### config.mk
export PLATFORM = sky130hd
export DESIGN_NAME = flash_fe
export DESIGN_NICKNAME = d
export VERILOG_FILES = /design/src/flash_fe_buf.v /design/src/flash_fe.v
export VERILOG_INCLUDE_DIRS = /design/src
export SDC_FILE = /design/constraint.sdc
export NUM_CORES = 1
export LEC_CHECK = 0
export BUFFER_PORTS_ARGS = -buffer_cell sky130_fd_sc_hd__buf_2
export CAP_MARGIN = 20
export CORE_ASPECT_RATIO = 1.75
export CORE_MARGIN = 1.5
export CORE_UTILIZATION = 34
export CTS_BUF_LIST = sky130_fd_sc_hd__clkbuf_16
export DETAILED_ROUTE_END_ITERATION = 10
export MAX_ROUTING_LAYER = met4
export SETUP_SLACK_MARGIN = 0.02
export SYNTH_ARGS = -nofsm -noshare
export SYNTH_HDL_FRONTEND = slang
export SYNTH_SLANG_ARGS = --single-unit
### constraint.sdc
create_clock -name mclk -period 2.3 [get_ports mclk]
set_input_delay 0.345 -clock mclk [delete_from_list [all_inputs] [get_ports mclk]]
set_output_delay 0.345 -clock mclk [all_outputs]
set_load 0.005 [all_outputs]
### src/flash_fe_defs.vh
// constants for the serial flash front end
`ifndef FLASH_FE_DEFS_VH
`define FLASH_FE_DEFS_VH
`define ADDR_W        24
`define ARRAY_TOP     24'h0FFFFF
`define SECTOR_LSB    12
`define HALF_LSB      15
`define BLOCK_LSB     16
`define SECTOR_W      8
`define HALF_W        5
`define BLOCK_W       4
`define BIT_CNT_W     3
`define BYTE_LAST     3'h7
`define BYTE_CNT_W    3
`define ADDR_BYTES    3'h3
`define CMD_WRITE_ENABLE_CMD      8'h06
`define CMD_WRDI      8'h04
`define CMD_RDSR      8'h05
`define CMD_STATUS_WRITE_CMD      8'h01
`define CMD_READ      8'h03
`define CMD_PP        8'h02
`define CMD_SE        8'h20
`define CMD_BE32      8'h52
`define CMD_BE        8'hD8
`define CMD_CE        8'h60
`define CMD_CE2       8'hC7
`define KIND_W        3
`define KIND_NONE     3'h0
`define KIND_WRITE_ENABLE_CMD     3'h1
`define KIND_WRDI     3'h2
`define KIND_RDSR     3'h3
`define KIND_READ     3'h4
`define KIND_MODIFY   3'h5
`endif

### src/flash_fe_buf.v
// two-entry valid/ready buffer for received words
`timescale 1ns/100ps
module flash_fe_buf #(
  parameter WIDTH = 8
) (
  input  wire             mclk,
  input  wire             reset,
  input  wire             in_valid,
  output wire             in_ready,
  input  wire [WIDTH-1:0] in_data,
  output wire             out_valid,
  input  wire             out_ready,
  output wire [WIDTH-1:0] out_data
);
  reg [WIDTH-1:0] mem_r [0:1];
  reg             wr_ptr_r;
  reg             rd_ptr_r;
  reg [1:0]       count_r;
  wire            push;
  wire            pop;

  assign in_ready  = (count_r != 2'h2);
  assign out_valid = (count_r != 2'h0);
  assign out_data  = mem_r[rd_ptr_r];
  assign push      = in_valid & in_ready;
  assign pop       = out_valid & out_ready;

  always @(posedge mclk) begin
    if (reset) begin
      wr_ptr_r <= 1'b0;
      rd_ptr_r <= 1'b0;
      count_r  <= 2'h0;
    end else begin
      if (push) begin
        wr_ptr_r <= ~wr_ptr_r;
      end
      if (pop) begin
        rd_ptr_r <= ~rd_ptr_r;
      end
      if (push & ~pop) begin
        count_r <= count_r + 2'h1;
      end else if (pop & ~push) begin
        count_r <= count_r - 2'h1;
      end
    end
  end

  always @(posedge mclk) begin
    if (push) begin
      mem_r[wr_ptr_r] <= in_data;
    end
  end
endmodule

### src/flash_fe.v
// device-side serial front end of a 1 MB serial flash
// How it works
// - addresses up to 0FFFFFh split into 4KB sectors, 32KB and 64KB blocks
// - unknown opcode drops to standby until next select fall, output floats
// - known opcode stays active until chip select rises
// - inputs sampled on clock rise, outputs changed on clock fall
// - clock may idle high or low; both work
// - read commands may end after any output bit
// - modifying commands execute only if select rises on a byte boundary
// - array access ignored while an internal operation runs
// - pause halts only serial traffic, internal work continues
// - pause begins on pause fall with clock low, else waits for clock low
// - pause ends on pause rise with clock low, else waits for clock low
// - output floats from pause fall until pause rise
// - input ignored while paused
// - select rise while paused resets the interface
// - pause disabled in four-wire mode
// - pause shares the fourth data pin; active low in single-wire modes
// - modifying commands need the write latch set first
`timescale 1ns/100ps
`include "flash_fe_defs.vh"

module flash_fe (
  input  wire                 mclk,
  input  wire                 reset,
  input  wire                 cs_n,
  input  wire                 sclk,
  input  wire                 si,
  output reg                  so,
  output wire                 so_oe,
  input  wire                 quad_data_3_i,
  output wire                 quad_data_3_o,
  output wire                 quad_data_3_oe,
  input  wire                 quad_mode,
  input  wire                 busy,
  input  wire [7:0]           status_in,
  input  wire [7:0]           array_rdata,
  output reg  [`ADDR_W-1:0]   addr_r,
  output reg                  array_rd_r,
  output reg  [`KIND_W-1:0]   exec_kind_r,
  output reg  [7:0]           exec_op_r,
  output reg                  exec_r,
  output reg                  write_latch_flag,
  output reg  [`SECTOR_W-1:0] sector_r,
  output reg  [`HALF_W-1:0]   half_block_r,
  output reg  [`BLOCK_W-1:0]  block_r,
  output reg                  addr_valid_r,
  output wire                 data_valid,
  input  wire                 data_ready,
  output wire [7:0]           data_out,
  output reg                  active_r,
  output reg                  paused_r
);

  localparam ST_IDLE  = 4'b0001;
  localparam ST_CMD   = 4'b0010;
  localparam ST_ACT   = 4'b0100;
  localparam ST_STBY  = 4'b1000;


  // two-flop synchronisers
  reg [1:0] cs_s_r, clk_s_r, si_s_r, hold_s_r;
  reg       clk_d_r, cs_d_r;
  always @(posedge mclk) begin
    if (reset) begin
      cs_s_r   <= 2'h3;
      clk_s_r  <= 2'h0;
      si_s_r   <= 2'h0;
      hold_s_r <= 2'h3;
      clk_d_r  <= 1'b0;
      cs_d_r   <= 1'b1;
    end else begin
      cs_s_r   <= {cs_s_r[0], cs_n};
      clk_s_r  <= {clk_s_r[0], sclk};
      si_s_r   <= {si_s_r[0], si};
      hold_s_r <= {hold_s_r[0], quad_data_3_i};
      clk_d_r  <= clk_s_r[1];
      cs_d_r   <= cs_s_r[1];
    end
  end

  wire csn   = cs_s_r[1];
  wire clk_v = clk_s_r[1];
  wire din   = si_s_r[1];
  wire hold  = hold_s_r[1];

  // either idle level works, only edges count
  wire rise  = clk_v & ~clk_d_r & ~csn & ~paused_r;
  wire fall  = ~clk_v & clk_d_r & ~csn & ~paused_r;
  wire cs_fall = ~csn & cs_d_r;
  wire cs_rise = csn & ~cs_d_r;

  function [`KIND_W-1:0] kind_of;
    input [7:0] op;
    begin
      if (op == `CMD_WRITE_ENABLE_CMD) kind_of = `KIND_WRITE_ENABLE_CMD;
      else if (op == `CMD_WRDI) kind_of = `KIND_WRDI;
      else if (op == `CMD_RDSR) kind_of = `KIND_RDSR;
      else if (op == `CMD_READ) kind_of = `KIND_READ;
      else if (op == `CMD_STATUS_WRITE_CMD || op == `CMD_PP || op == `CMD_SE ||
               op == `CMD_BE32 || op == `CMD_BE || op == `CMD_CE ||
               op == `CMD_CE2) kind_of = `KIND_MODIFY;
      else kind_of = `KIND_NONE;
    end
  endfunction

  function needs_addr;
    input [7:0] op;
    begin
      needs_addr = (op == `CMD_READ) || (op == `CMD_PP) ||
                   (op == `CMD_SE) || (op == `CMD_BE32) || (op == `CMD_BE);
    end
  endfunction

  // pause: entry and exit only with the clock low
  // internal work never looks at the pause state
  wire pause_en = ~quad_mode;
  always @(posedge mclk) begin
    if (reset) begin
      paused_r <= 1'b0;
    end else if (csn | ~pause_en) begin
      paused_r <= 1'b0;
    end else if (~paused_r & ~hold & ~clk_v) begin
      paused_r <= 1'b1;
    end else if (paused_r & hold & ~clk_v) begin
      paused_r <= 1'b0;
    end
  end

  reg [3:0]               state_r;
  reg [`BIT_CNT_W-1:0]    bit_r;
  reg [7:0]               sh_r;
  reg [7:0]               op_r;
  reg [`BYTE_CNT_W-1:0]   nbyte_r;
  reg [7:0]               out_sh_r;
  reg                     out_en_r;
  reg                     push_r;
  reg [7:0]               push_data_r;
  wire                    buf_ready;
  wire [7:0]              byte_nxt = {sh_r[6:0], din};
  wire                    byte_done = rise & (bit_r == `BYTE_LAST);
  wire [`KIND_W-1:0]      op_kind = kind_of(op_r);

  // accepted at select rise only on a byte boundary; modifying
  // commands also need the latch, an idle array and a full address
  wire                    on_boundary = (state_r == ST_ACT) &&
                                        (bit_r == {`BIT_CNT_W{1'b0}});
  wire                    latch_cmd = (op_kind == `KIND_WRITE_ENABLE_CMD) ||
                                      (op_kind == `KIND_WRDI);
  wire                    addr_done = ~needs_addr(op_r) ||
                                      (nbyte_r == `ADDR_BYTES + 3'h1);
  wire                    mod_ok = (op_kind == `KIND_MODIFY) &&
                                   write_latch_flag && ~busy && addr_done;
  wire                    accept = on_boundary & (latch_cmd | mod_ok);

  always @(posedge mclk) begin
    if (reset) begin
      state_r          <= ST_IDLE;
      bit_r            <= {`BIT_CNT_W{1'b0}};
      sh_r             <= 8'h00;
      op_r             <= 8'h00;
      nbyte_r          <= {`BYTE_CNT_W{1'b0}};
      addr_r           <= {`ADDR_W{1'b0}};
      array_rd_r       <= 1'b0;
      exec_kind_r      <= `KIND_NONE;
      exec_op_r        <= 8'h00;
      exec_r           <= 1'b0;
      write_latch_flag <= 1'b0;
      out_sh_r         <= 8'h00;
      out_en_r         <= 1'b0;
      so               <= 1'b0;
      push_r           <= 1'b0;
      push_data_r      <= 8'h00;
      active_r         <= 1'b0;
    end else begin
      exec_r     <= 1'b0;
      array_rd_r <= 1'b0;
      if (push_r & buf_ready) begin
        push_r <= 1'b0;
      end

      if (cs_rise) begin
        // modify class needs byte alignment and the latch
        if (accept) begin
          exec_r      <= 1'b1;
          exec_kind_r <= op_kind;
          exec_op_r   <= op_r;
          if (op_kind == `KIND_WRITE_ENABLE_CMD) write_latch_flag <= 1'b1;
          if (op_kind == `KIND_WRDI) write_latch_flag <= 1'b0;
          if (op_kind == `KIND_MODIFY) write_latch_flag <= 1'b0;
        end
        // reads end cleanly at any bit select rise resets
        state_r  <= ST_IDLE;
        out_en_r <= 1'b0;
        active_r <= 1'b0;
      end else if (cs_fall) begin
        state_r  <= ST_CMD;
        bit_r    <= {`BIT_CNT_W{1'b0}};
        nbyte_r  <= {`BYTE_CNT_W{1'b0}};
        out_en_r <= 1'b0;
      end else begin
        if (rise && state_r != ST_STBY) begin
          sh_r  <= byte_nxt;
          bit_r <= bit_r + 3'h1;
        end
        if (byte_done) begin
          case (state_r)
            ST_CMD: begin
              op_r    <= byte_nxt;
              nbyte_r <= 3'h1;
              if (kind_of(byte_nxt) == `KIND_NONE) begin
                state_r <= ST_STBY;
              end else begin
                state_r  <= ST_ACT;
                active_r <= 1'b1;
                if (kind_of(byte_nxt) == `KIND_RDSR) begin
                  out_en_r <= 1'b1;
                  out_sh_r <= status_in;
                end
              end
            end
            ST_ACT: begin
              if (nbyte_r <= `ADDR_BYTES) begin
                addr_r <= {addr_r[15:0], byte_nxt};
                nbyte_r <= nbyte_r + 3'h1;
                // array reads are dropped while busy
                if (nbyte_r == `ADDR_BYTES && op_kind == `KIND_READ &&
                    ~busy) begin
                  array_rd_r <= 1'b1;
                  out_en_r   <= 1'b1;
                end
              end else if (op_kind == `KIND_MODIFY && ~push_r) begin
                push_r      <= 1'b1;
                push_data_r <= byte_nxt;
                nbyte_r     <= nbyte_r;
              end
            end
            default: begin
              state_r <= state_r;
            end
          endcase
        end

        // data out on falling edges, msb first
        if (fall && out_en_r) begin
          if (bit_r == {`BIT_CNT_W{1'b0}}) begin
            if (op_kind == `KIND_RDSR) begin
              so       <= status_in[7];
              out_sh_r <= {status_in[6:0], 1'b0};
            end else begin
              so       <= array_rdata[7];
              out_sh_r <= {array_rdata[6:0], 1'b0};
              if (nbyte_r > `ADDR_BYTES) begin
                addr_r <= (addr_r == `ARRAY_TOP) ? {`ADDR_W{1'b0}} :
                          addr_r + 24'h000001;
                // no fetch while the array is busy
                array_rd_r <= ~busy;
              end
            end
          end else begin
            so       <= out_sh_r[7];
            out_sh_r <= {out_sh_r[6:0], 1'b0};
          end
        end
      end
    end
  end

  // floating follows the pin itself, not the pause state
  wire hold_float = pause_en & ~hold;
  // output floats in standby and while paused
  assign so_oe = out_en_r & ~csn & (state_r == ST_ACT) & ~hold_float;

  // the shared pin is only read here, never driven
  assign quad_data_3_o  = 1'b0;
  assign quad_data_3_oe = 1'b0;

  // map the latched address onto sectors and blocks
  always @(posedge mclk) begin
    if (reset) begin
      sector_r     <= {`SECTOR_W{1'b0}};
      half_block_r <= {`HALF_W{1'b0}};
      block_r      <= {`BLOCK_W{1'b0}};
      addr_valid_r <= 1'b0;
    end else begin
      sector_r     <= addr_r[`SECTOR_LSB+`SECTOR_W-1:`SECTOR_LSB];
      half_block_r <= addr_r[`HALF_LSB+`HALF_W-1:`HALF_LSB];
      block_r      <= addr_r[`BLOCK_LSB+`BLOCK_W-1:`BLOCK_LSB];
      addr_valid_r <= (addr_r <= `ARRAY_TOP);
    end
  end

  flash_fe_buf #(
    .WIDTH(8)
  ) u_buf (
    .mclk      (mclk),
    .reset     (reset),
    .in_valid  (push_r),
    .in_ready  (buf_ready),
    .in_data   (push_data_r),
    .out_valid (data_valid),
    .out_ready (data_ready),
    .out_data  (data_out)
  );
endmodule

==> Word level (Yosys, flattened, before mapping) <==
Memory sizes are Yosys's and may differ from the RTL's. A register that Yosys moved wholly into a read port is not among the register bits.
Index checks and enable logic that the tools add are counted.
{ "op_classes": {"add_sub_neg": 5, "magnitude_cmp": 3, "eq_ne": 42, "mux": 80, "bitwise": 43, "reduce_logical": 59} }
{ "ops": {"columns": ["operator", "count"], "rows": [
  ["$mux 24", 8],
  ["$mux 3", 26],
  ["$mux 8", 7],
  ["$eq 8x3->1 const B", 6],
  ["$eq 8x2->1 const B", 4],
  ["$eq 8x7->1 const B", 4],
  ["$eq 8x8->1 const B", 4],
  ["$mux 1", 31],
  ["$add 24x1->24 const B", 1],
  ["$eq 24x20->1 const B", 1],
  ["$le 24x20->1 const B", 1],
  ["$and 1x1->1", 22],
  ["$reduce_bool 2->1", 10],
  ["$not 1->1", 19],
  ["$logic_or 1x1->1", 18],
  ["$reduce_and 6->1", 3],
  ["$eq 8x1->1 const B", 2],
  ["$eq 8x6->1 const B", 2],
  ["$eq 3x2->1 const B", 4],
  ["$eq 3x3->1 const B", 4],
  ["$reduce_and 4->1", 3],
  ["$mux 2", 5],
  ["$ne 2x2->1 const B", 5],
  ["$reduce_and 2->1", 5],
  ["21 further kinds", 37]
]} }
{ "totals": {"register_bits": 116, "ram_bits": 16, "in_bits": 25, "wordCells": 265, "n_memories": 1} }
{ "memory_table": {"columns": ["memory", "depth", "word_bits", "rd", "rd_clocked_by_memory_dff", "write_ports", "line_no", "source"], "rows": [
  ["u_buf.mem_r", 2, 8, 1, 1, 1, "flash_fe_buf.v:15", "reg [WIDTH-1:0] mem_r [0:1];"]
]} }

==> Depth between registers and ports, before layout <==
Gate-level depths: netlist of run 1.
{ "depth": {"depth_word": 30, "ltp_mapped": 9, "mapped_depth_nobuf": 8} }

==> Hierarchy <==
Synthesis of run 1 repeated with hierarchy kept, for this count alone.
{ "unflattened": {"cells_unflattened": 717, "area_unflattened_um2": 6195.9} }
{ "by_module_without_submodules": {"columns": ["mod", "n_inst", "cells_each", "area_per_inst_um2", "seq_area_each_um2"], "rows": [
  ["flash_fe", 1, 668, 5397.7, 2062.0],
  ["flash_fe_buf", 1, 49, 798.3, 580.6]
]} }

==> Least setup slack after synthesis of run 1 <==
Ideal clock, no wire load.
{ "synth_timing": {"path_kind": "reg-to-reg", "start": "register addr_r[0]", "end": "register addr_r[9]", "setup_ns": 0.131, "arrival_ns": 2.062, "setup_slack_ns": 0.107, "stages_incl_launch_ff": 9, "path_buffers": 1, "path_cell_list": "dfxtp_1 ha_1 and3_1 buf_2 nand3_1 nor4_1 nor2_2 a221oi_1 o32ai_1"} }
{ "synth_via": {"elab_chain_cells": 6} }
{ "synth_rtl": {"columns": ["item", "line_no", "source"], "rows": [
  ["start, declared", "flash_fe.v:38", "output reg [`ADDR_W-1:0] addr_r,"],
  ["start signal, assigned", "flash_fe.v:163", "addr_r <= {`ADDR_W{1'b0}};"],
  ["start signal, assigned", "flash_fe.v:224", "addr_r <= {addr_r[15:0], byte_nxt};"],
  ["start signal, assigned", "flash_fe.v:254", "addr_r <= (addr_r == `ARRAY_TOP) ? {`ADDR_W{1'b0}} :"],
  ["$add 24x1->24 / $eq 24x20->1 (equally long branches)", null, null],
  ["$mux 24 (*)", "flash_fe.v:254", null],
  ["$mux 24 (*)", "flash_fe.v:253", "if (nbyte_r > `ADDR_BYTES) begin"],
  ["$mux 24 (*)", "flash_fe.v:247", "if (op_kind == `KIND_RDSR) begin"],
  ["$mux 24 (*)", "flash_fe.v:246", "if (bit_r == {`BIT_CNT_W{1'b0}}) begin"],
  ["$mux 24 (*)", "flash_fe.v:245", "if (fall && out_en_r) begin"]
]} }
Every way passes the cells marked *; elsewhere a longest branch is shown, timed or not.
A chain may end at the register's enable or synchronous reset.

==> Final worst setup path of run 1 <==
{ "layout_timing": {"start": "register nbyte_r[0]", "end": "register addr_r[15]"} }
{ "layout_via": {"elab_chain_cells": 8} }
{ "layout_rtl": {"columns": ["item", "line_no", "source"], "rows": [
  ["start, declared", "flash_fe.v:134", "reg [`BYTE_CNT_W-1:0] nbyte_r;"],
  ["start signal, assigned", "flash_fe.v:162", "nbyte_r <= {`BYTE_CNT_W{1'b0}};"],
  ["start signal, assigned", "flash_fe.v:199", "nbyte_r <= {`BYTE_CNT_W{1'b0}};"],
  ["start signal, assigned", "flash_fe.v:225", "nbyte_r <= nbyte_r + 3'h1;"],
  ["$le 3x2->1 (no line)", null, null],
  ["$mux 24", "flash_fe.v:223", "if (nbyte_r <= `ADDR_BYTES) begin"],
  ["$mux 24", "flash_fe.v:207", "case (state_r)"],
  ["$mux 24", "flash_fe.v:206", "if (byte_done) begin"],
  ["$mux 24", "flash_fe.v:253", null],
  ["$mux 24", "flash_fe.v:247", null],
  ["$mux 24", "flash_fe.v:246", null],
  ["$mux 24 (*)", "flash_fe.v:245", null]
]} }
Marked as above.

==> flow_summary.ini, run 1 <==
[worst_setup_path]
crit_cells = 8
crit_top_cell = ha_1
worstSetupPathType = flop to flop
end_kind = flop
critPathRequiredTime_ns = 2.65
arrival_ns = 2.52
critical_path_buf_inv_count = 1
crit_chain = ha_1 -> ha_1 -> nor2_1 -> buf_4 -> and4_1 -> o21ai_2 -> a221o_1 -> a21oi_1
critPathSlowestCell = a221o_1
reg2reg_depth = 8
r2r-end = addr_r[15]
critPathMaxStageDelay_ns = 0.39
endpoint = addr_r[15]
cp_max_fo = 7
rr_startpoint = nbyte_r[0]
reg2reg_setup_slack_ns = 0.13
startpoint = nbyte_r[0]
path_delay_family = compound AO/OA/AOI/OAI gates
startpoint_type = flop

[clock_tree]
cts.sinks = 124
htreeDepth = 4
clkSlewWorstSetupHoldPaths_ns = 0.06
cts_tree = built
cts_setup_buffers = 0
clk_latency_ns = 0.42
cts_buffers = 17
cts-root-buf = clkbuf_16
clockBufferDepth = 2

[timing]
fin_crit_sh = 0.943
slew_viol_final = 0
finalHoldViolations = 0
fmax_mhz = 461
fin_crit_ns = 2.17
grt_setup_unrepaired = true
skew_ns = 0.0105
maxSlewHeadroom = 0.540
finalSetupViolations = 0
tightest_slew_ns = 0.688
setup-tns-final_ns = 0

[run_status]
status = finished clean

[finish]
antennaDiodeCount = 0
multi_input_area_um2 = 3300
drive_above_1_share = 0.273
layout_common_cells = dfxtp_1, buf_2, nor2_1, a21oi_1, buf_4
final_common_cell = dfxtp_1
fillCellCount = 1801
syn_to_final_growth_pct = 24.1
fin_nets = 866
instances_no_fill = 1078
register_area_um2 = 2640
fin_util = 0.433

[drt]
routed_wl_um = 17600
dr.pass1.iters = 5
route.detailed.drc = 0
vias = 5774
ant_nets = 0
wl_per_cell_um = 16.3
avgViaCountPerCell = 5.36
drtIter0Drc = 261

[floorplan]
start_util = 0.349
die-area_um2 = 19500
rows = 65
die_w_um = 106
fp.coreArea_um2 = 18100
num_io_pins = 96
die_h_um = 183

[worst_hold_path]
min_from = quad_data_3_i
hp-class = primary input to flop

[synthesis]
synth_top_area_share = 0.342
synthFlopType = dfxtp_1
mappedNetlistArea_um2 = 6320
yosysSeqAreaShare = 0.418
synth_warnings = 0
async_reset_ff_frac = 0
synthCells = 723
synth.area.top_cells = dfxtp_1, edfxtp_1, a21oi_1
synth_largest_area_cell = dfxtp_1
synth_cell_types = 80
synth_edf_count = 16
avgSynthCellArea_um2 = 8.74
synth_seq_cells = 124

[pwr]
p_leak_uw = 0.00326
internal-power_uw = 3860
irDropWorstVdd_mv = 0.467
p_clk_frac = 0.521
swShare = 0.256
power.density_nw_per_um2 = 661
p_sw_uw = 1330
combPwrFrac = 0.047
p_seq_frac = 0.432

[placed_design]
dp_cells = 1046
port_buffers = 93
gp_congestion = 0.890
hpwl_um = 12900

[global_routing]
overflow = 0
grtUsageTotal = 0.190
grt_antenna_before_repair = 0
grt_pass1_vias = 5479
grt_max_degree = 66
grt_pass1_wl_um = 28200

[run]
max_cap_viol_count = 0
-- state kept, by name, summed over array words and instances (netlist names), 3 cells and up, named ones only --
signal / flops
op_r: 8
u_buf.mem_r: 16
exec_kind_r: 3
state_r: 4
sh_r: 7
addr_r: 24
bit_r: 3
push_data_r: 8
sector_r: 8
exec_op_r: 8
nbyte_r: 3
out_sh_r: 8
-- kinds of logic after synthesis --
family	share of synthesized area
AO/OA/AOI/OAI	0.182
XOR/XNOR	0.0111
adder cells (fa/ha/maj)	0.0214
buffers and inverters	0.0661
flip-flops	0.418
multiplexers	0.0657
other	0.000593
AND/OR/NAND/NOR	0.235
-- per-stage QoR --
| step | power [uW] | hold WS (ns) | setup WS [ns] | area, um2 |
|---|---|---|---|---|
| after floorplan | 2430 | 0.389 | 0.107 | 6320 |
| final | 5190 | 0.109 | 0.132 | 7850 |
| after CTS | 5250 | 0.0990 | 0.0863 | 7820 |
| after global placement | 2540 | 0.396 | 0.107 | 7220 |
| after detailed placement | 2540 | 0.397 | 0.0885 | 7220 |
| after global routing | 5360 | 0.113 | 0.0114 | 7850 |
-- power groups by stage --
stage,registers (uW),logic (uW),clock network [uW]
2_1_floorplan,2280,150,0
3_3_place_gp,2290,246,0
3_5_place_dp,2290,246,0
4_1_cts,2240,248,2760
5_1_grt,2250,272,2840
6_report,2240,246,2700
-- worst reg2reg max path, cell delays in order, from the launching register on --
cell,delay (ns)
dfxtp_1,0.34
ha_1,0.21
ha_1,0.20
nor2_1,0.25
buf_4,0.20
and4_1,0.24
o21ai_2,0.15
a221o_1,0.39
a21oi_1,0.13
-- per-layer routing --
metal / track usage / vias up / part of all wire / routed length (um)
li1: - / 2842 / - / -
met1: 0.201 / 2726 / 0.39 / 6870
met2: 0.336 / 167 / 0.53 / 9290
met3: 0.0316 / 39 / 0.038 / 661
met4: 0.103 / 0 / 0.043 / 752
met5: - / - / 0 / 0
-- what timing repair did --
| action | CTS | global route |
|---|---|---|
| hold buffers | 0 | 0 |
| setup endpoints to repair | 0 | 25 |
| resized for setup | 0 | 6 |
-- how the worst min path moves through the flow --
stage                  end  slack, ns  cells after the start
6_report       hold_s_r[0]       0.11                      2
2_1_floorplan    cs_s_r[1]       0.39                      1
4_1_cts          cs_s_r[0]        0.1                      2
3_3_place_gp   hold_s_r[1]       0.40                      1
3_5_place_dp     cs_s_r[1]       0.40                      1
5_1_grt        hold_s_r[0]       0.11                      2
-- synth_stat cells (5+ instances only) --
master	count
dfxtp_1	108
o21ai_0	21
a211oi_1	17
clkbuf_1	36
nor2b_1	15
nand2b_1	5
nand4_1	13
nand2_1	52
edfxtp_1	16
a21oi_1	63
xor2_1	5
nor2_1	79
or2_2	7
a22oi_1	9
o32ai_1	8
mux2i_1	28
buf_4	13
ha_1	10
and3_1	12
nor3_1	18
nand3_1	29
mux2_2	12
a31oi_1	5
inv_1	23
or3_1	7
o211ai_1	7
-- layout make-up --
cell class / count / share of cell area
flip-flops and latches: 124 / 0.337
clock inverters: 15 / 0.0214
repair buffers: 152 / 0.119
inverters: 24 / 0.0115
clock buffers: 17 / 0.0542
multi-input cells: 512 / 0.420
well taps: 234 / 0.0373
Power figures use the tool's default switching activity.
==> run 2: changes to the inputs <==
==> constraint.sdc (replaced) <==
create_clock -name mclk -period 2.3 [get_ports mclk]
set_input_delay 0.115 -clock mclk [delete_from_list [all_inputs] [get_ports mclk]]
set_output_delay 0.115 -clock mclk [all_outputs]
set_load 0.005 [all_outputs]
==> run 2 against run 1 <==
  * Power about the same
  * Sequential power about the same
  * Setup slack worse by 0.0064 ns
  * Sequential share of layout area down 0.69 points
  * Flip-flop and latch count unchanged
  * Core utilization up 0.91 points
  * Register-to-register slack about the same
  * Hold slack worse by 0.098 ns
  * Via count up 0.45%
  * Clock skew down 0.0020 ns
  * Critical endpoint is now addr_r[5]
  * Largest power group unchanged
  * First-iteration DRC count down 0.38%
==> flow_summary.ini, run 2 (synthesis gave the netlist of run 1 again) <==
[global_routing]
grt_pass1_wl_um = 28300
grtUsageTotal = 0.191
overflow = 0
grt_max_degree = 88
grt_antenna_before_repair = 0
grt_pass1_vias = 5532

[finish]
instances_no_fill = 1095
largest_reg_flops = 24
reg_top3 = addr_r x24, u_buf.mem_r x16
syn_to_final_growth_pct = 26.8
antennaDiodeCount = 0
register_area_um2 = 2640
layout_common_cells = dfxtp_1, buf_2, nor2_1, buf_4, a21oi_1
final_common_cell = dfxtp_1
multi_input_area_um2 = 3300
regMostFlops = addr_r
fin_util = 0.442
fin_nets = 883
fillCellCount = 1820
drive_above_1_share = 0.278

[worst_setup_path]
arrival_ns = 2.51
end_kind = flop
startpoint_type = flop
rr_startpoint = paused_r
critPathSlowestCell = nor4b_4
reg2reg_setup_slack_ns = 0.13
reg2reg_depth = 7
worstSetupPathType = flop to flop
r2r-end = addr_r[5]
crit_chain = buf_4 -> nor4b_4 -> o2111ai_2 -> buf_12 -> nor2_2 -> a22oi_1 -> a21oi_1
critPathRequiredTime_ns = 2.63
critPathMaxStageDelay_ns = 0.43
cp_max_fo = 17

[drt]
wl_per_cell_um = 16.6
drtIter0Drc = 260
dr.pass1.iters = 5
route.detailed.drc = 0
vias = 5800
avgViaCountPerCell = 5.30
ant_nets = 0
routed_wl_um = 18100

[worst_hold_path]
worst_hold_path.endpoint = out_sh_r[7]
min_from = status_in[7]
hp-class = primary input to flop
hold_depth = 3

[floorplan]
rows = 65
num_io_pins = 96
start_util = 0.349
die_h_um = 183
die_w_um = 106
fp.coreArea_um2 = 18100
die-area_um2 = 19500

[clock_tree]
clockBufferDepth = 2
cts_tree = built
clk_latency_ns = 0.42
cts_buffers = 17
cts-root-buf = clkbuf_16
cts.sinks = 124
htreeDepth = 4
clkSlewWorstSetupHoldPaths_ns = 0.06

[pwr]
irDropWorstVdd_mv = 0.395
internal-power_uw = 3880
power.density_nw_per_um2 = 648
p_sw_uw = 1310
swShare = 0.253
p_seq_frac = 0.432
p_clk_frac = 0.519
p_leak_uw = 0.00335
combPwrFrac = 0.049

[timing]
finalHoldViolations = 0
fin_crit_sh = 0.945
grt_setup_unrepaired = false
finalSetupViolations = 0
maxSlewHeadroom = 0.662
setup_ws_ns = 0.125
fin_crit_ns = 2.17
skew_ns = 0.00854
slew_viol_final = 0
whs_ns = 0.0112
setup-tns-final_ns = 0
tightest_slew_ns = 0.506
fmax_mhz = 460

[placed_design]
hpwl_um = 13000
dp_cells = 1053
port_buffers = 93
pre_cts_ws_ns = 0.0667
gp_congestion = 0.894

[run]
max_cap_viol_count = 0

[run_status]
status = finished clean
## run 2: final cells by class
type / count / share of cell area
clock buffer: 17 / 0.0531
multi-input combinational: 512 / 0.411
clock inverter: 15 / 0.0214
inverter: 24 / 0.0112
tap: 234 / 0.0365
timing repair buffer: 169 / 0.136
sequential: 124 / 0.330
## run 2: power groups by stage
stage	registers [uW]	clock network (uW)	logic (uW)
global route	2240	2860	282
detailed placement	2290	0	247
CTS	2240	2740	258
global placement	2290	0	247
finish	2240	2690	256
floorplan	2280	0	150
## run 2: metal layers
layer	wire, um	track usage	vias up
met5	0	-	-
met4	431	0.0719	0
met3	574	0.0295	33
met2	9970	0.358	133
met1	7150	0.197	2767
li1	-	-	2867
## run 2: critical path: cells and delay by family, from the launching register on
kind | cells | cell delay, ns
flip-flops | 1 | 0.32
AO/OA/AOI/OAI | 3 | 0.58
buffers and inverters | 2 | 0.35
AND/OR/NAND/NOR | 2 | 0.83
## run 2: worst max-delay path by stage
| stage | from | depth (start not counted) | endpoint |
|---|---|---|---|
| floorplan | addr_r[0] | 8 | addr_r[9] |
| global placement | nbyte_r[0] | 8 | addr_r[17] |
| global route | op_r[7] | 7 | exec_op_r[3] |
| detailed placement | nbyte_r[0] | 7 | addr_r[18] |
| finish | paused_r | 7 | addr_r[5] |
| CTS | nbyte_r[0] | 8 | addr_r[17] |
## run 2: what timing repair did
| item | in CTS | in global routing |
|---|---|---|
| setup buffers | 0 | 2 |
| resized for setup | 0 | 6 |
| endpoints found under the setup margin | 0 | 26 |
| hold buffers | 8 | 0 |
| endpoints found under the hold margin | 8 | 0 |
## run 2: per-stage QoR
| stage | area [um2] | total power, uW |
|---|---|---|
| final | 8010 | 5190 |
| after global routing | 8010 | 5380 |
| after CTS | 7970 | 5240 |
| after detailed placement | 7290 | 2540 |
| after global placement | 7290 | 2540 |
| after floorplan | 6320 | 2430 |
==> run 3: changes to the inputs <==
--- a/config.mk
+++ b/config.mk
@@ -10,10 +10,12 @@
 export CAP_MARGIN = 20
 export CORE_ASPECT_RATIO = 1.75
 export CORE_MARGIN = 1.5
-export CORE_UTILIZATION = 34
+export CORE_UTILIZATION = 52
 export CTS_BUF_LIST = sky130_fd_sc_hd__clkbuf_16
 export DETAILED_ROUTE_END_ITERATION = 10
+export HOLD_SLACK_MARGIN = 0.15
 export MAX_ROUTING_LAYER = met4
+export PLACE_DENSITY = 0.77
 export SETUP_SLACK_MARGIN = 0.02
 export SYNTH_ARGS = -nofsm -noshare
 export SYNTH_HDL_FRONTEND = slang
==> run 3 against run 2 <==
  * Setup slack better by 0.0058 ns
  * Clock-buffer cell count did not move
  * Combinational power increased by 2%
  * Non-clock buffer count shrank 9
  * Fmax increased by 0.27%
==> flow_summary.ini, run 3 (synthesis gave the netlist of run 1 again) <==
[finish]
final_common_cell = dfxtp_1
fin_util = 0.658
drive_above_1_share = 0.264
syn_to_final_growth_pct = 24.2
reg_top3 = addr_r x24, u_buf.mem_r x16
instances_no_fill = 989
layout_common_cells = dfxtp_1, buf_2, nor2_1, a21oi_1, nand2_1
regMostFlops = addr_r
antennaDiodeCount = 0
fin_area_um2 = 7850
fin_nets = 874
largest_reg_flops = 24

[worst_setup_path]
path_delay_family = simple AND/OR/NAND/NOR gates
startpoint = op_r[7]
startpoint_type = flop
reg2reg_setup_slack_ns = 0.13
crit_chain = or4_1 -> o21ai_2 -> a32o_2 -> a21oi_4 -> buf_12 -> or4b_1 -> nand3_1
critPathSlowestCell = or4_1
end_kind = flop
r2r-end = exec_op_r[2]
worstSetupPathType = flop to flop
rr_startpoint = op_r[7]
reg2reg_depth = 7
critPathRequiredTime_ns = 2.67
cp_max_fo = 18
arrival_ns = 2.53
critPathMaxStageDelay_ns = 0.56
critical_path_buf_inv_count = 1

[timing]
grt_setup_unrepaired = true
skew_ns = 0.00758
fmax_mhz = 461
finalHoldViolations = 0
setup-tns-final_ns = 0
tightest_slew_ns = 0.655
whs_ns = 0.228
fin_crit_ns = 2.17
fin_crit_sh = 0.943
finalSetupViolations = 0
slew_viol_final = 0
maxSlewHeadroom = 0.557

[run]
max_cap_viol_count = 0

[pwr]
irDropWorstVdd_mv = 0.700
combPwrFrac = 0.050
p_leak_uw = 0.00330
p_clk_frac = 0.518
internal-power_uw = 3880
swShare = 0.253
power.density_nw_per_um2 = 662
p_seq_frac = 0.432
p_sw_uw = 1310

[clock_tree]
clk_latency_ns = 0.42
clockBufferDepth = 2
cts_buffers = 17
cts_setup_buffers = 0
htreeDepth = 4
clkSlewWorstSetupHoldPaths_ns = 0.06
cts_tree = built
cts.sinks = 124
cts-root-buf = clkbuf_16

[drt]
drtIter0Drc = 380
vias = 5954
route.detailed.drc = 0
routed_wl_um = 17800
avgViaCountPerCell = 6.02
ant_nets = 0
dr.pass1.iters = 5
wl_per_cell_um = 18.0

[global_routing]
grt_pass1_vias = 5824
grt_max_degree = 46
grt_pass1_wl_um = 28500
grt_antenna_before_repair = 0
grtUsageTotal = 0.292
overflow = 0

[worst_hold_path]
worst_hold_path.endpoint = out_sh_r[7]
hp-class = primary input to flop
min_from = array_rdata[6]
hold_depth = 5

[placed_design]
dp_cells = 941
gp_congestion = 1.01
hpwl_um = 12500
place_area_um2 = 7050
port_buffers = 93

[floorplan]
start_util = 0.530
die-area_um2 = 12900
die_h_um = 149
fp.coreArea_um2 = 11900
die_w_um = 86.3
num_io_pins = 96
rows = 53

[run_status]
status = finished clean
==> run 3: cell type report <==
type | count | area [um2]
multi-input combinational | 512 | 3310
sequential | 124 | 2640
clock buffer | 17 | 425
clock inverter | 15 | 166
timing repair buffer | 160 | 1050
inverter | 24 | 90.1
fill | 1016 | 4090
tap | 137 | 171
==> run 3: metrics by stage <==
| stage | total power, uW | worst slack [ns] |
|---|---|---|
| 2_1_floorplan | 2430 | 0.107 |
| 3_3_place_gp | 2520 | 0.146 |
| 3_5_place_dp | 2520 | 0.133 |
| 4_1_cts | 5220 | 0.102 |
| 5_1_grt | 5350 | -0.0152 |
| 6_report | 5190 | 0.131 |
==> run 3: per-layer routing <==
layer,up-vias,share of wire,GRT usage
met3,64,0.040,0.0459
li1,2839,-,-
met1,2836,0.36,0.297
met5,-,0,-
met2,215,0.54,0.514
met4,0,0.056,0.183
==> run 3: what timing repair did <==
action,CTS,global route
resized for setup,0,9
hold endpoints to repair,24,0
setup endpoints to repair,0,9
hold buffers,16,0
==> run 3: power groups by stage <==
stage / Clock [uW] / Sequential [uW] / Combinational, uW
after detailed placement: 0 / 2290 / 236
after floorplan: 0 / 2280 / 150
after global routing: 2820 / 2240 / 289
final: 2690 / 2240 / 262
after global placement: 0 / 2290 / 232
after CTS: 2720 / 2240 / 259
==> run 3: worst max-delay path by stage <==
| stage | end | cells past startpoint |
|---|---|---|
| 2_1_floorplan | addr_r[9] | 8 |
| 3_3_place_gp | exec_op_r[2] | 7 |
| 3_5_place_dp | addr_r[7] | 7 |
| 4_1_cts | addr_r[7] | 7 |
| 5_1_grt | addr_r[18] | 8 |
| 6_report | exec_op_r[2] | 7 |
==> run 3: worst register-to-register path, cell delays in order, from the launching register on <==
cell     delay (ns)
dfxtp_1        0.39
or4_1          0.56
o21ai_2        0.18
a32o_2         0.24
a21oi_4        0.05
buf_12         0.16
or4b_1         0.46
nand3_1        0.07
